[src/include/fault_consts.svh]
`ifndef FAULT_CONSTS_SVH
`define FAULT_CONSTS_SVH

// Clock and timing.
`define CLK_NS 25
`define CLK_KHZ 40000
`define RETRIG_NS 60
`define RETRIG_CYC ((`RETRIG_NS + `CLK_NS - 1) / `CLK_NS)
`define DEBOUNCE_MS 10
`define STRETCH_MS 2400
`define AIR_INHIBIT_MS 20000

// Fault detection inputs.
`define NUM_FAULTS 8
`define AIR_FAULT_IDX 0

// APB register byte addresses.
`define REG_STATUS 12'h000
`define REG_CTRL 12'h004
`define REG_PINS 12'h008

// Status register fields.
`define ST_LATCH_LSB 0
`define ST_SHUTDOWN 8
`define ST_STRETCH 9
`define ST_RETRIG 10
`define ST_CLEAR_N 11
`define ST_AIR_READY 12
`define ST_REDUCED_AIR 13

// Control register fields.
`define CTRL_SOFT_RESET 0

`endif

[src/include/fault_pkg.sv]
package fault_pkg;

  typedef struct packed {
    logic [11:0] paddr;
    logic psel;
    logic penable;
    logic pwrite;
    logic [31:0] pwdata;
  } apb_req_t;

  typedef struct packed {
    logic pready;
    logic pslverr;
    logic [31:0] prdata;
  } apb_rsp_t;

  typedef struct packed {
    logic red;
    logic green;
  } air_ind_t;

endpackage : fault_pkg
[src/hw/fault_supervisor.sv]
`timescale 1ns/100ps
`include "fault_consts.svh"
// Contract
// - Fault with retrigger high clocks its latch.
// - Retrigger rise relatches faults still present.
// - Retrigger rises after reset or supply good.
// - Backup reset clears latches, masks detections.
// - Remote or backup reset requests clear.
// - Panel switch requests the same clear.
// - Reset inputs are debounced to one request.
// - Step-start pulse blocks every clear request.
// - Clear pulse holds all latches healthy.
// - Retrigger is clear delayed 3 clocks, 75 ns.
// - Shutdown output turns the transmitter off.
// - Eight fault detections are ORed together.
// - Repeated overload input joins the OR.
// - Fault rise sets a self-clearing stretcher.
// - Shutdown lasts 2.4 s or fault length.
// - Reduced airflow shows amber, no fault.
// - Airflow fault shows red, feeds shutdown.
// - Airflow fault gated by 20 s inhibit.
// - Air indicator blank 20 s after turn-on.
// - Latched air fault: red, no green, output.
// - Latch sets on rise, clears while clear low.
// - Supply hold keeps retrigger low at power-up.
module fault_supervisor
  import fault_pkg::*;
#(
  parameter int unsigned DEBOUNCE_CYC = `DEBOUNCE_MS * `CLK_KHZ,
  parameter int unsigned STRETCH_CYC = `STRETCH_MS * `CLK_KHZ,
  parameter int unsigned AIR_INHIBIT_CYC = `AIR_INHIBIT_MS * `CLK_KHZ
) (
  // Clock and reset.
  input wire logic i_clk,
  input wire logic i_rst,
  // APB slave.
  input wire apb_req_t i_apb,
  output apb_rsp_t o_apb,
  // Reset sources and controller status pins.
  input wire logic i_remote_reset_n,
  input wire logic i_backup_supply_reset_n,
  input wire logic i_panel_reset,
  input wire logic i_step_start_pulse_n,
  input wire logic i_supply_hold_n,
  input wire logic i_drive_inhibit_n,
  // Fault detection pins.
  input wire logic [`NUM_FAULTS-2:0] i_fault_det,
  input wire logic i_repeat_overload,
  input wire logic i_air_switch_fault,
  input wire logic i_reduced_air,
  // Controller and external interface outputs.
  output logic o_shutdown,
  output logic [`NUM_FAULTS-1:0] o_fault_status,
  output logic o_air_fault,
  output logic o_clear_n,
  // Front-panel air indicator.
  output air_ind_t o_air_ind
);
  localparam int unsigned NPIN = `NUM_FAULTS + 8;

  // Pin synchronisers.
  logic [NPIN-1:0] pin_raw;
  logic [NPIN-1:0] pin_s;
  assign pin_raw = {i_remote_reset_n, i_backup_supply_reset_n, i_panel_reset,
                    i_step_start_pulse_n, i_supply_hold_n, i_drive_inhibit_n,
                    i_repeat_overload, i_air_switch_fault, i_reduced_air, i_fault_det};

  sync_two #(.W(NPIN)) u_sync (
    .i_clk(i_clk),
    .i_rst(i_rst),
    .i_async(pin_raw),
    .o_sync(pin_s)
  );

  wire logic [`NUM_FAULTS-2:0] ext_det = pin_s[`NUM_FAULTS-2:0];
  wire logic reduced_air = pin_s[`NUM_FAULTS-1];
  wire logic air_switch = pin_s[`NUM_FAULTS];
  wire logic repeat_ovl = pin_s[`NUM_FAULTS+1];
  wire logic drive_on = pin_s[`NUM_FAULTS+2];
  wire logic supply_ok = pin_s[`NUM_FAULTS+3];
  wire logic step_idle = pin_s[`NUM_FAULTS+4];
  wire logic panel_req = pin_s[`NUM_FAULTS+5];
  wire logic backup_n = pin_s[`NUM_FAULTS+6];
  wire logic remote_n = pin_s[`NUM_FAULTS+7];

  // Reset request merge and debounce.
  logic soft_reset;
  logic req_db;
  logic bounce_done;
  wire logic req_raw = !remote_n || !backup_n || panel_req;
  wire logic req_differs = req_raw != req_db;

  // The debounced level only follows a raw level that stood still long enough.
  on_delay #(.LEN(DEBOUNCE_CYC)) u_debounce (
    .i_clk(i_clk),
    .i_rst(i_rst),
    .i_in(req_differs),
    .o_out(bounce_done)
  );

  always_ff @(posedge i_clk) begin
    if (i_rst) begin
      req_db <= 1'b0;
    end else if (bounce_done && req_differs) begin
      req_db <= req_raw;
    end
  end

  // Clear pulse and delayed retrigger enable.
  wire logic clear_req = (req_db || soft_reset) && step_idle;
  logic clear_n;
  logic clear_rel_dly;

  always_ff @(posedge i_clk) begin
    if (i_rst) begin
      clear_n <= 1'b1;
    end else begin
      clear_n <= !clear_req;
    end
  end

  on_delay #(.LEN(`RETRIG_CYC)) u_retrig (
    .i_clk(i_clk),
    .i_rst(i_rst),
    .i_in(clear_n),
    .o_out(clear_rel_dly)
  );

  // The supply hold keeps latching off until the controller supply settles.
  wire logic retrig = clear_rel_dly && supply_ok;

  // Airflow inhibit, running from the drive inhibit release.
  logic air_ready;

  on_delay #(.LEN(AIR_INHIBIT_CYC)) u_air_inh (
    .i_clk(i_clk),
    .i_rst(i_rst),
    .i_in(drive_on),
    .o_out(air_ready)
  );

  wire logic air_fault_det = air_switch && air_ready;

  // Fault detections, masked while the backup supply resets.
  wire logic [`NUM_FAULTS-1:0] det = backup_n ? {ext_det, air_fault_det} : '0;

  // Retrigger gates and status latches.
  wire logic [`NUM_FAULTS-1:0] set_in = det & {`NUM_FAULTS{retrig}};
  logic [`NUM_FAULTS-1:0] set_prev;
  logic [`NUM_FAULTS-1:0] latch;

  genvar gi;
  generate
    for (gi = 0; gi < `NUM_FAULTS; gi++) begin : g_latch
      always_ff @(posedge i_clk) begin
        if (i_rst) begin
          set_prev[gi] <= 1'b0;
          latch[gi] <= 1'b0;
        end else begin
          set_prev[gi] <= set_in[gi];
          if (!backup_n || !clear_n) begin
            latch[gi] <= 1'b0;
          end else if (set_in[gi] && !set_prev[gi]) begin
            latch[gi] <= 1'b1;
          end
        end
      end
    end
  endgenerate

  // Shutdown aggregation and stretcher.
  wire logic combined = (|det) || repeat_ovl;
  logic comb_prev;
  logic stretch;
  logic [31:0] stretch_cnt;

  always_ff @(posedge i_clk) begin
    if (i_rst) begin
      comb_prev <= 1'b0;
      stretch <= 1'b0;
      stretch_cnt <= 32'h0000_0000;
    end else begin
      comb_prev <= combined;
      if (combined && !comb_prev) begin
        stretch <= 1'b1;
        stretch_cnt <= 32'h0000_0000;
      end else if (stretch && stretch_cnt >= STRETCH_CYC - 1) begin
        stretch <= 1'b0;
      end else if (stretch) begin
        stretch_cnt <= stretch_cnt + 32'h0000_0001;
      end
    end
  end

  // Outputs to the controller, external interface and panel.
  wire logic air_latched = latch[`AIR_FAULT_IDX];
  wire logic next_red = air_ready && (air_latched || reduced_air);
  wire logic next_green = air_ready && !air_latched;

  always_ff @(posedge i_clk) begin
    if (i_rst) begin
      o_shutdown <= 1'b0;
      o_fault_status <= '0;
      o_air_fault <= 1'b0;
      o_clear_n <= 1'b1;
      o_air_ind <= '0;
    end else begin
      o_shutdown <= combined || stretch;
      o_fault_status <= latch;
      o_air_fault <= air_latched;
      o_clear_n <= clear_n;
      o_air_ind.red <= next_red;
      o_air_ind.green <= next_green;
    end
  end

  // APB slave, zero wait states.
  wire logic setup = i_apb.psel && !i_apb.penable;
  wire logic access = i_apb.psel && i_apb.penable;
  wire logic hit_status = i_apb.paddr == `REG_STATUS;
  wire logic hit_ctrl = i_apb.paddr == `REG_CTRL;
  wire logic hit_pins = i_apb.paddr == `REG_PINS;
  wire logic mapped = hit_status || hit_ctrl || hit_pins;

  logic [31:0] status_word;
  always_comb begin
    status_word = 32'h0000_0000;
    status_word[`ST_LATCH_LSB +: `NUM_FAULTS] = latch;
    status_word[`ST_SHUTDOWN] = combined || stretch;
    status_word[`ST_STRETCH] = stretch;
    status_word[`ST_RETRIG] = retrig;
    status_word[`ST_CLEAR_N] = clear_n;
    status_word[`ST_AIR_READY] = air_ready;
    status_word[`ST_REDUCED_AIR] = reduced_air;
  end

  wire logic [31:0] pins_word = {{(32 - NPIN){1'b0}}, pin_s};
  wire logic [31:0] next_rdata = hit_status ? status_word : (hit_pins ? pins_word : 32'h0000_0000);

  // The response struct has one driver, so the read data lives in its own flop.
  logic [31:0] rdata_q;

  // A soft reset lasts one cycle and still obeys the step-start block.
  always_ff @(posedge i_clk) begin
    if (i_rst) begin
      rdata_q <= 32'h0000_0000;
      soft_reset <= 1'b0;
    end else begin
      soft_reset <= access && i_apb.pwrite && hit_ctrl && i_apb.pwdata[`CTRL_SOFT_RESET];
      if (setup && !i_apb.pwrite) begin
        rdata_q <= next_rdata;
      end
    end
  end

  assign o_apb = '{pready: 1'b1, pslverr: access && !mapped, prdata: rdata_q};

endmodule : fault_supervisor

[src/hw/on_delay.sv]
`timescale 1ns/100ps
module on_delay #(
  parameter int unsigned LEN = 1
) (
  // Clock and reset.
  input wire logic i_clk,
  input wire logic i_rst,
  // Level in, delayed rise out.
  input wire logic i_in,
  output logic o_out
);
  logic [31:0] cnt;

  // A low input drops the output at once, so only the rise is delayed.
  always_ff @(posedge i_clk) begin
    if (i_rst || !i_in) begin
      cnt <= 32'h0000_0000;
      o_out <= 1'b0;
    end else if (cnt >= LEN - 1) begin
      o_out <= 1'b1;
    end else begin
      cnt <= cnt + 32'h0000_0001;
    end
  end
endmodule : on_delay

[src/hw/sync_two.sv]
`timescale 1ns/100ps
module sync_two #(
  parameter int unsigned W = 1
) (
  // Clock and reset.
  input wire logic i_clk,
  input wire logic i_rst,
  // Data.
  input wire logic [W-1:0] i_async,
  output logic [W-1:0] o_sync
);
  logic [W-1:0] meta;

  always_ff @(posedge i_clk) begin
    if (i_rst) begin
      meta <= '0;
      o_sync <= '0;
    end else begin
      meta <= i_async;
      o_sync <= meta;
    end
  end
endmodule : sync_two

[config.mk]
export PLATFORM = sky130hd
export DESIGN_NAME = fault_supervisor
export DESIGN_NICKNAME = d
export VERILOG_FILES = /design/src/include/fault_pkg.sv /design/src/hw/fault_supervisor.sv /design/src/hw/on_delay.sv /design/src/hw/sync_two.sv
export VERILOG_INCLUDE_DIRS = /design/src /design/src/include
export SDC_FILE = /design/constraint.sdc
export NUM_CORES = 1
export LEC_CHECK = 0
export BUFFER_PORTS_ARGS = -buffer_cell sky130_fd_sc_hd__buf_4
export CORE_ASPECT_RATIO = 0.75
export CORE_MARGIN = 10
export CORE_UTILIZATION = 40
export CTS_CLUSTER_SIZE = 25
export DETAILED_ROUTE_END_ITERATION = 6
export GPL_TIMING_DRIVEN = 1
export PLACE_DENSITY = 0.62
export SETUP_SLACK_MARGIN = 0.2
export SLEW_MARGIN = 20
export SYNTH_ARGS = -nofsm -noshare
export SYNTH_HDL_FRONTEND = slang
export SYNTH_SLANG_ARGS = --single-unit
[constraint.sdc]
create_clock -name i_clk -period 4.4 [get_ports i_clk]
set_input_delay 0.44 -clock i_clk [delete_from_list [all_inputs] [get_ports i_clk]]
set_output_delay 0.44 -clock i_clk [all_outputs]
set_load 0.01 [all_outputs]
==> impl_metrics.csv, run 1 <==
group,metric,value,unit
clocking,cts-resized-gates,0,
placement,place.gp.congestion,0.7849,
power_and_ir_drop,max-vdd-ir-drop,270.5,uV
route,wl_per_cell,14.50,um
global_routing,grt_pass1_vias,6155,
synth,synth-edff-count,0,
critical_path,worst_setup_path_start_kind,"register",
clocking,cts_made_buffers,21,
critical_path,critPathBufInv,0,
route,ant_nets,0,
floorplan,start_util,0.4053,
synth,yosysWarnings,0,
critical_path,cpMaxStageDelayCell,"a21oi_1",
route,drt_pass1_iterations,5,
critical_path,crit_chain,"nand4_1, or4b_2, a21oi_1, nor3b_1, o21a_1",
floorplan,die_area,27650,um^2
power_and_ir_drop,swShare,0.2128,
finish,syn_to_final_growth,15.90,%
global_routing,antenna_found_initial,0,
clocking,cts_tree,"done",
critical_path,critPathArrivalTime,2870,ps
synth,synth_area,8537,um^2
sta,rsz0062_at_grt,"false",
power_and_ir_drop,p_leak,3.583,nW
clocking,clkTransAtPathRegs,60,ps
sta,hold_violations,0,
floorplan,die_height,146.5,um
global_routing,grt_pass1_wl,30.94,mm
run_status,status,"finished clean",
global_routing,gr-total-overflow,0,
global_routing,grt_max_degree,68,
critical_path,path_delay_family,"compound AO/OA/AOI/OAI gates",
min_path,min_from,"i_fault_det[5]",
route,vias,6685,
power_and_ir_drop,pwr-share-clk,0.468,
synth,synthTopCellsByCount,"dfxtp_1 (212), nor2_1 (63), a21oi_1 (59)",
power_and_ir_drop,p_int,3.199,mW
placement,place.port_buffers,63,
route,dr.first_iter.drc_count,432,
power_and_ir_drop,p_per_area,410.8,nW/um^2
clocking,clk_path_buf_depth,3,
sta,period_share,0.5660,
route,via_per_inst,5.272,
sta,slew_viol_final,0,
placement,post-place-ws,1774,ps
floorplan,pin_count,112,
power_and_ir_drop,power_switching,0.8648,mW
finish,nNetsFinal,1035,
synth,yosys.area.top_type_share,0.4971,
clocking,htreeDepth,1,
synth,ys_ff_latch,212,
sta,fmax,401.6,MHz
floorplan,fp.dieW,188.7,um
synth,synth_ff_type,"dfxtp_1",
route,routed_wl,18.39,mm
global_routing,track_usage,0.1283,
floorplan,rows,46,
critical_path,cp-startpoint,"u_debounce.cnt[17]$_SDFFE_PP0N_",
sta,max_slew.worst_pin.slew,996.4,ps
sta,finalCriticalPeriod,2490,ps
critical_path,crit_path_end_kind,"register",
synth,synth.distinct_cells,63,
route,post-route-drc-count,0,
synth,synth.largest_area_cell,"dfxtp_1",
power_and_ir_drop,pwr-share-comb,0.046,
min_path,min_path_type,"primary input to register",
placement,dpl.hpwl,12.38,mm
clocking,clk_latency,500,ps
synth,yosysMostFrequentCell,"dfxtp_1",
finish,drive_gt1_frac,0.1408,
finish,n_antenna_cell,0,
synth,yosysSeqAreaShare,0.4971,
critical_path,cp_max_fo,15,
sta,fin_setup_tns,0,ps
sta,worst_slack,1910,ps
finish,final_util,0.4697,
sta,setup_viol,0,
critical_path,required,4780,ps
critical_path,slowest_delay,770,ps
sta,fin_skew,21.88,ps
synth,netlist_instances,925,
power_and_ir_drop,sequentialPowerShare,0.486,
clocking,postCtsHoldBufs,0,
critical_path,path_class,"register to register",
sta,max-slew-margin-rel,0.3345,
synth,synth.area.top_cells,"dfxtp_1 (50%), and2_1 (4.2%), or4_1 (3.8%), a21oi_1 (3.5%), nor2b_1 (3.1%)",
critical_path,r2r-start,"u_debounce.cnt[17]$_SDFFE_PP0N_",
floorplan,core,21070,um^2
clocking,cts_setup_buffers,0,
run,cap_violations,0,
synth,synth_area_per_cell,9.229,um^2
synth,async_flop_share,0,
clocking,clkSinkCount,212,
clocking,root_buffer,"clkbuf_16",
placed cells by master (no fill, tap or decap), types with 24 or more instances in the layout:
cell type | netlist | final
buf_4 | 20 | 70
dfxtp_1 | 212 | 212
nor2_1 | 63 | 63
or4_1 | 43 | 43
o31ai_1 | 35 | 34
a21oi_1 | 59 | 59
nand3_1 | 35 | 35
nand2_1 | 48 | 48
nor2b_1 | 42 | 42
and2_1 | 57 | 57
nand4_1 | 30 | 30
or3_1 | 24 | 24
stage by stage:
step / power [mW] / cells / hold WS (ps) / area, um^2
after global placement: 2.206 / 1230 / 407.1 / 9144
final: 4.064 / 1268 / 144.1 / 9894
after global routing: 4.216 / 1268 / 155.2 / 9894
after detailed placement: 2.208 / 1230 / 413.2 / 9144
after CTS: 4.120 / 1268 / 131.0 / 9893
after floorplan: 2.156 / 940 / 381.5 / 8593
cell families (layout without fill, tap and decap cells):
| family | after synthesis | after routing | share of synthesized area |
|---|---|---|---|
| and+or+nand+nor | 420 | 420 | 0.2845 |
| muxes | 16 | 16 | 0.02052 |
| xor gates and xnor gates | 7 | 7 | 0.007182 |
| adders and majority gates | 5 | 5 | 0.007328 |
| other | 2 | 17 | 0.0008797 |
| AOI/OAI and AO/OA | 173 | 173 | 0.1318 |
| buffers and inverters | 90 | 130 | 0.05071 |
| DFF | 212 | 212 | 0.4971 |
final timing paths:
check | end | slack (ps) | depth (start not counted)
worst max-delay path | u_debounce.cnt[1]$_SDFFE_PP0N_ | 1910 | 5
worst min-delay path | u_sync.meta[5]$_SDFF_PP0_ | 140 | 2
worst max register to register | u_debounce.cnt[1]$_SDFFE_PP0N_ | 1910 | 5
worst min register to register | clear_n$_SDFF_PP1_ | 400 | 1
sequential cells by signal (all words and copies together), names as in the netlist, 2 cells and up:
register / count
stretch_cnt: 32
u_air_inh.cnt: 32
u_debounce.cnt: 32
u_retrig.cnt: 32
rdata_q: 16
u_sync.meta: 16
u_sync.o_sync: 16
o_fault_status: 8
set_prev: 8
latch: 7
o_air_ind: 2
routing by layer:
layer,up-vias,part of all wire,GRT usage
met5,-,0,0
met1,3153,0.53,0.1898
li1,3398,-,-
met3,24,0.038,0.02665
met2,110,0.41,0.1833
met4,0,0.020,0.03286
cell type report:
type | instances | area (um^2)
well taps | 288 | 360.3
clock buffers | 29 | 625.6
multi-input cells | 638 | 3933
inverters | 22 | 82.58
repair buffers | 70 | 525.5
flip-flops and latches | 212 | 4244
clock inverters | 9 | 123.9
fillers | 2039 | 11170
worst reg2reg max path, cell delays in order (launching register included):
cell and delay, ps:
dfxtp_1 420, nand4_1 180, or4b_2 670, a21oi_1 770
nor3b_1 120, o21a_1 210
power groups by stage:
stage	Clock, mW	Combinational (mW)	Sequential, mW
global route	2.02	0.214	1.98
finish	1.90	0.188	1.98
CTS	1.95	0.191	1.98
global placement	0	0.188	2.02
detailed placement	0	0.189	2.02
floorplan	0	0.144	2.01
Power figures use the tool's default switching activity.
==> run 2: changes to the inputs <==
Settings changed: PLACE_DENSITY 0.62 to 0.64.
Clock period 4.4 ns to 2.1 ns, I/O delays scaled along.
==> run 2 against run 1 <==
  * The flow now finishes with violations (negative setup slack)
  * Highest routed layer unchanged
  * Global-route usage up 1.8 points
  * Combinational power grew to 3.1 times the previous value
  * Worst hold slack worse by 140 ps
==> impl_metrics.csv, run 2 (synthesized netlist as in run 1, its figures left out) <==
group,metric,value,unit
finish,n_antenna_cell,0,
floorplan,pin_count,112,
floorplan,die_area,27650,um^2
floorplan,fp.dieW,188.7,um
power_and_ir_drop,p_per_area,732.8,nW/um^2
clocking,clk_latency,510,ps
critical_path,critPathArrivalTime,2640,ps
placement,postPlaceCellArea,9600,um^2
finish,final_cell_area,11930,um^2
finish,final_cell_mix,"dfxtp_1 (179), buf_4 (132), nor2_1 (59), and2_1 (57), nand2_1 (45)",
clocking,clk_path_buf_depth,3,
clocking,clkTransAtPathRegs,60,ps
clocking,cts_tree,"done",
clocking,cts_made_buffers,21,
finish,final_common_cell,"dfxtp_1",
clocking,clkSinkCount,212,
sta,finalCriticalPeriod,2215,ps
placement,dpl.hpwl,13.05,mm
placement,place.port_buffers,63,
sta,max-slew-margin-rel,0.6186,
power_and_ir_drop,power.total,8.739,mW
finish,nNetsFinal,1153,
global_routing,grt_pass1_wl,34.96,mm
min_path,min_path_type,"primary input to register",
floorplan,start_util,0.4053,
global_routing,grt_pass1_vias,6842,
run,cap_violations,0,
power_and_ir_drop,max-vdd-ir-drop,580.1,uV
critical_path,path_class,"register to register",
route,route.met3.wl,1.323,mm
route,dr.max_layer_used,"met4",
sta,rsz0062_at_grt,"true",
global_routing,gr-total-overflow,0,
finish,drive_gt1_frac,0.3561,
sta,max_slew.worst_pin.slew,571.5,ps
route,via_per_inst,5.392,
route,ant_nets,0,
placement,post-place-ws,-105.7,ps
route,drt_pass1_iterations,5,
sta,setup_viol,11,
clocking,root_buffer,"clkbuf_16",
sta,fin_skew,14.30,ps
critical_path,critPathBufInv,1,
critical_path,crit_path_end_kind,"register",
finish,final_util,0.5662,
route,vias,7474,
finish,syn_to_final_growth,39.70,%
critical_path,worst_setup_path_start_kind,"register",
floorplan,rows,46,
route,dr.first_iter.drc_count,536,
critical_path,slowest_delay,540,ps
sta,worst_slack,-115.3,ps
critical_path,cpMaxStageDelayCell,"or4_4",
sta,period_share,1.055,
run_status,violations,"negative setup slack",
global_routing,grt_max_degree,34,
route,dr_wl_met2,10.09,mm
global_routing,track_usage,0.1462,
sta,worst_hold_slack,3.970,ps
clocking,htreeDepth,1,
floorplan,core,21070,um^2
sta,hold_violations,0,
route,post-route-drc-count,0,
placement,place.gp.congestion,0.8283,
floorplan,die_height,146.5,um
critical_path,cp_max_fo,6,
sta,fmax,451.4,MHz
route,wl_per_cell,16.33,um
critical_path,crit_chain,"or4_4, nor3_4, nand4_4, buf_4, or4_1, a21oi_1",
global_routing,antenna_found_initial,0,
run_status,status,"finished, violations left",
critical_path,required,2530,ps
route,drt-met1-wl,10.79,mm
route,routed_wl,22.64,mm
sta,slew_viol_final,0,
power_and_ir_drop,p_leak,4.416,nW
critical_path,path_delay_family,"simple AND/OR/NAND/NOR gates",
==> run 2: changes by cell type in the layout (fill, tap and decap cells not counted), sizes merged <==
cell,before,now
buf,70,164
dlygate4sd3,0,17
clkbuf,29,33
bufbuf,0,1
bufinv,3,4
clkinv,5,6
==> run 2: metrics by stage <==
| stage | std cells | setup TNS, ps |
|---|---|---|
| 2_1_floorplan | 940 | 0 |
| 3_3_place_gp | 1282 | -103.1 |
| 5_1_grt | 1386 | -1757 |
| 4_1_cts | 1362 | -176.9 |
| 3_5_place_dp | 1282 | -701.6 |
| 6_report | 1386 | -293.7 |
==> run 2: timing repair <==
item	CTS	global route
gates resized for setup	95	136
hold buffers	17	0
setup endpoints to repair	66	90
endpoints found under the hold margin	16	0
cloned	6	6
pin swaps	73	53
buffers inserted	19	18
==> run 2: final timing paths <==
| path | startpoint | end | slack (ps) | cells past startpoint |
|---|---|---|---|---|
| worst min register to register | u_sync.meta[6]$_SDFF_PP0_ | u_sync.o_sync[6]$_SDFF_PP0_ | 430 | 1 |
| worst max register to register | u_debounce.cnt[22]$_SDFFE_PP0N_ | u_debounce.cnt[15]$_SDFFE_PP0N_ | -120 | 6 |
| worst min-delay path | i_step_start_pulse_n | u_sync.meta[12]$_SDFF_PP0_ | 4 | 2 |
| worst max-delay path | u_debounce.cnt[22]$_SDFFE_PP0N_ | u_debounce.cnt[15]$_SDFFE_PP0N_ | -120 | 6 |
==> run 2: area by class of cell <==
| class | count | area [um^2] |
|---|---|---|
| multi-input cells | 638 | 4649 |
| repair buffers | 188 | 1809 |
| fillers | 1751 | 9139 |
| well taps | 288 | 360.3 |
| flip-flops and latches | 212 | 4298 |
| clock inverters | 11 | 158.9 |
| clock buffers | 27 | 568.0 |
| inverters | 22 | 82.58 |
==> run 2: layer usage <==
layer  track usage  up-vias
met4       0.03682        0
met1        0.2057     3580
met2        0.2244      203
met5             0        -
met3       0.02737       35
li1              -     3656
==> run 2: power by group <==
group	switching, mW	internal, mW	leakage (nW)	total, mW
Clock	1.60	2.41	0.362	4.01
Sequential	0.0539	4.09	1.73	4.14
Combinational	0.302	0.287	2.32	0.590
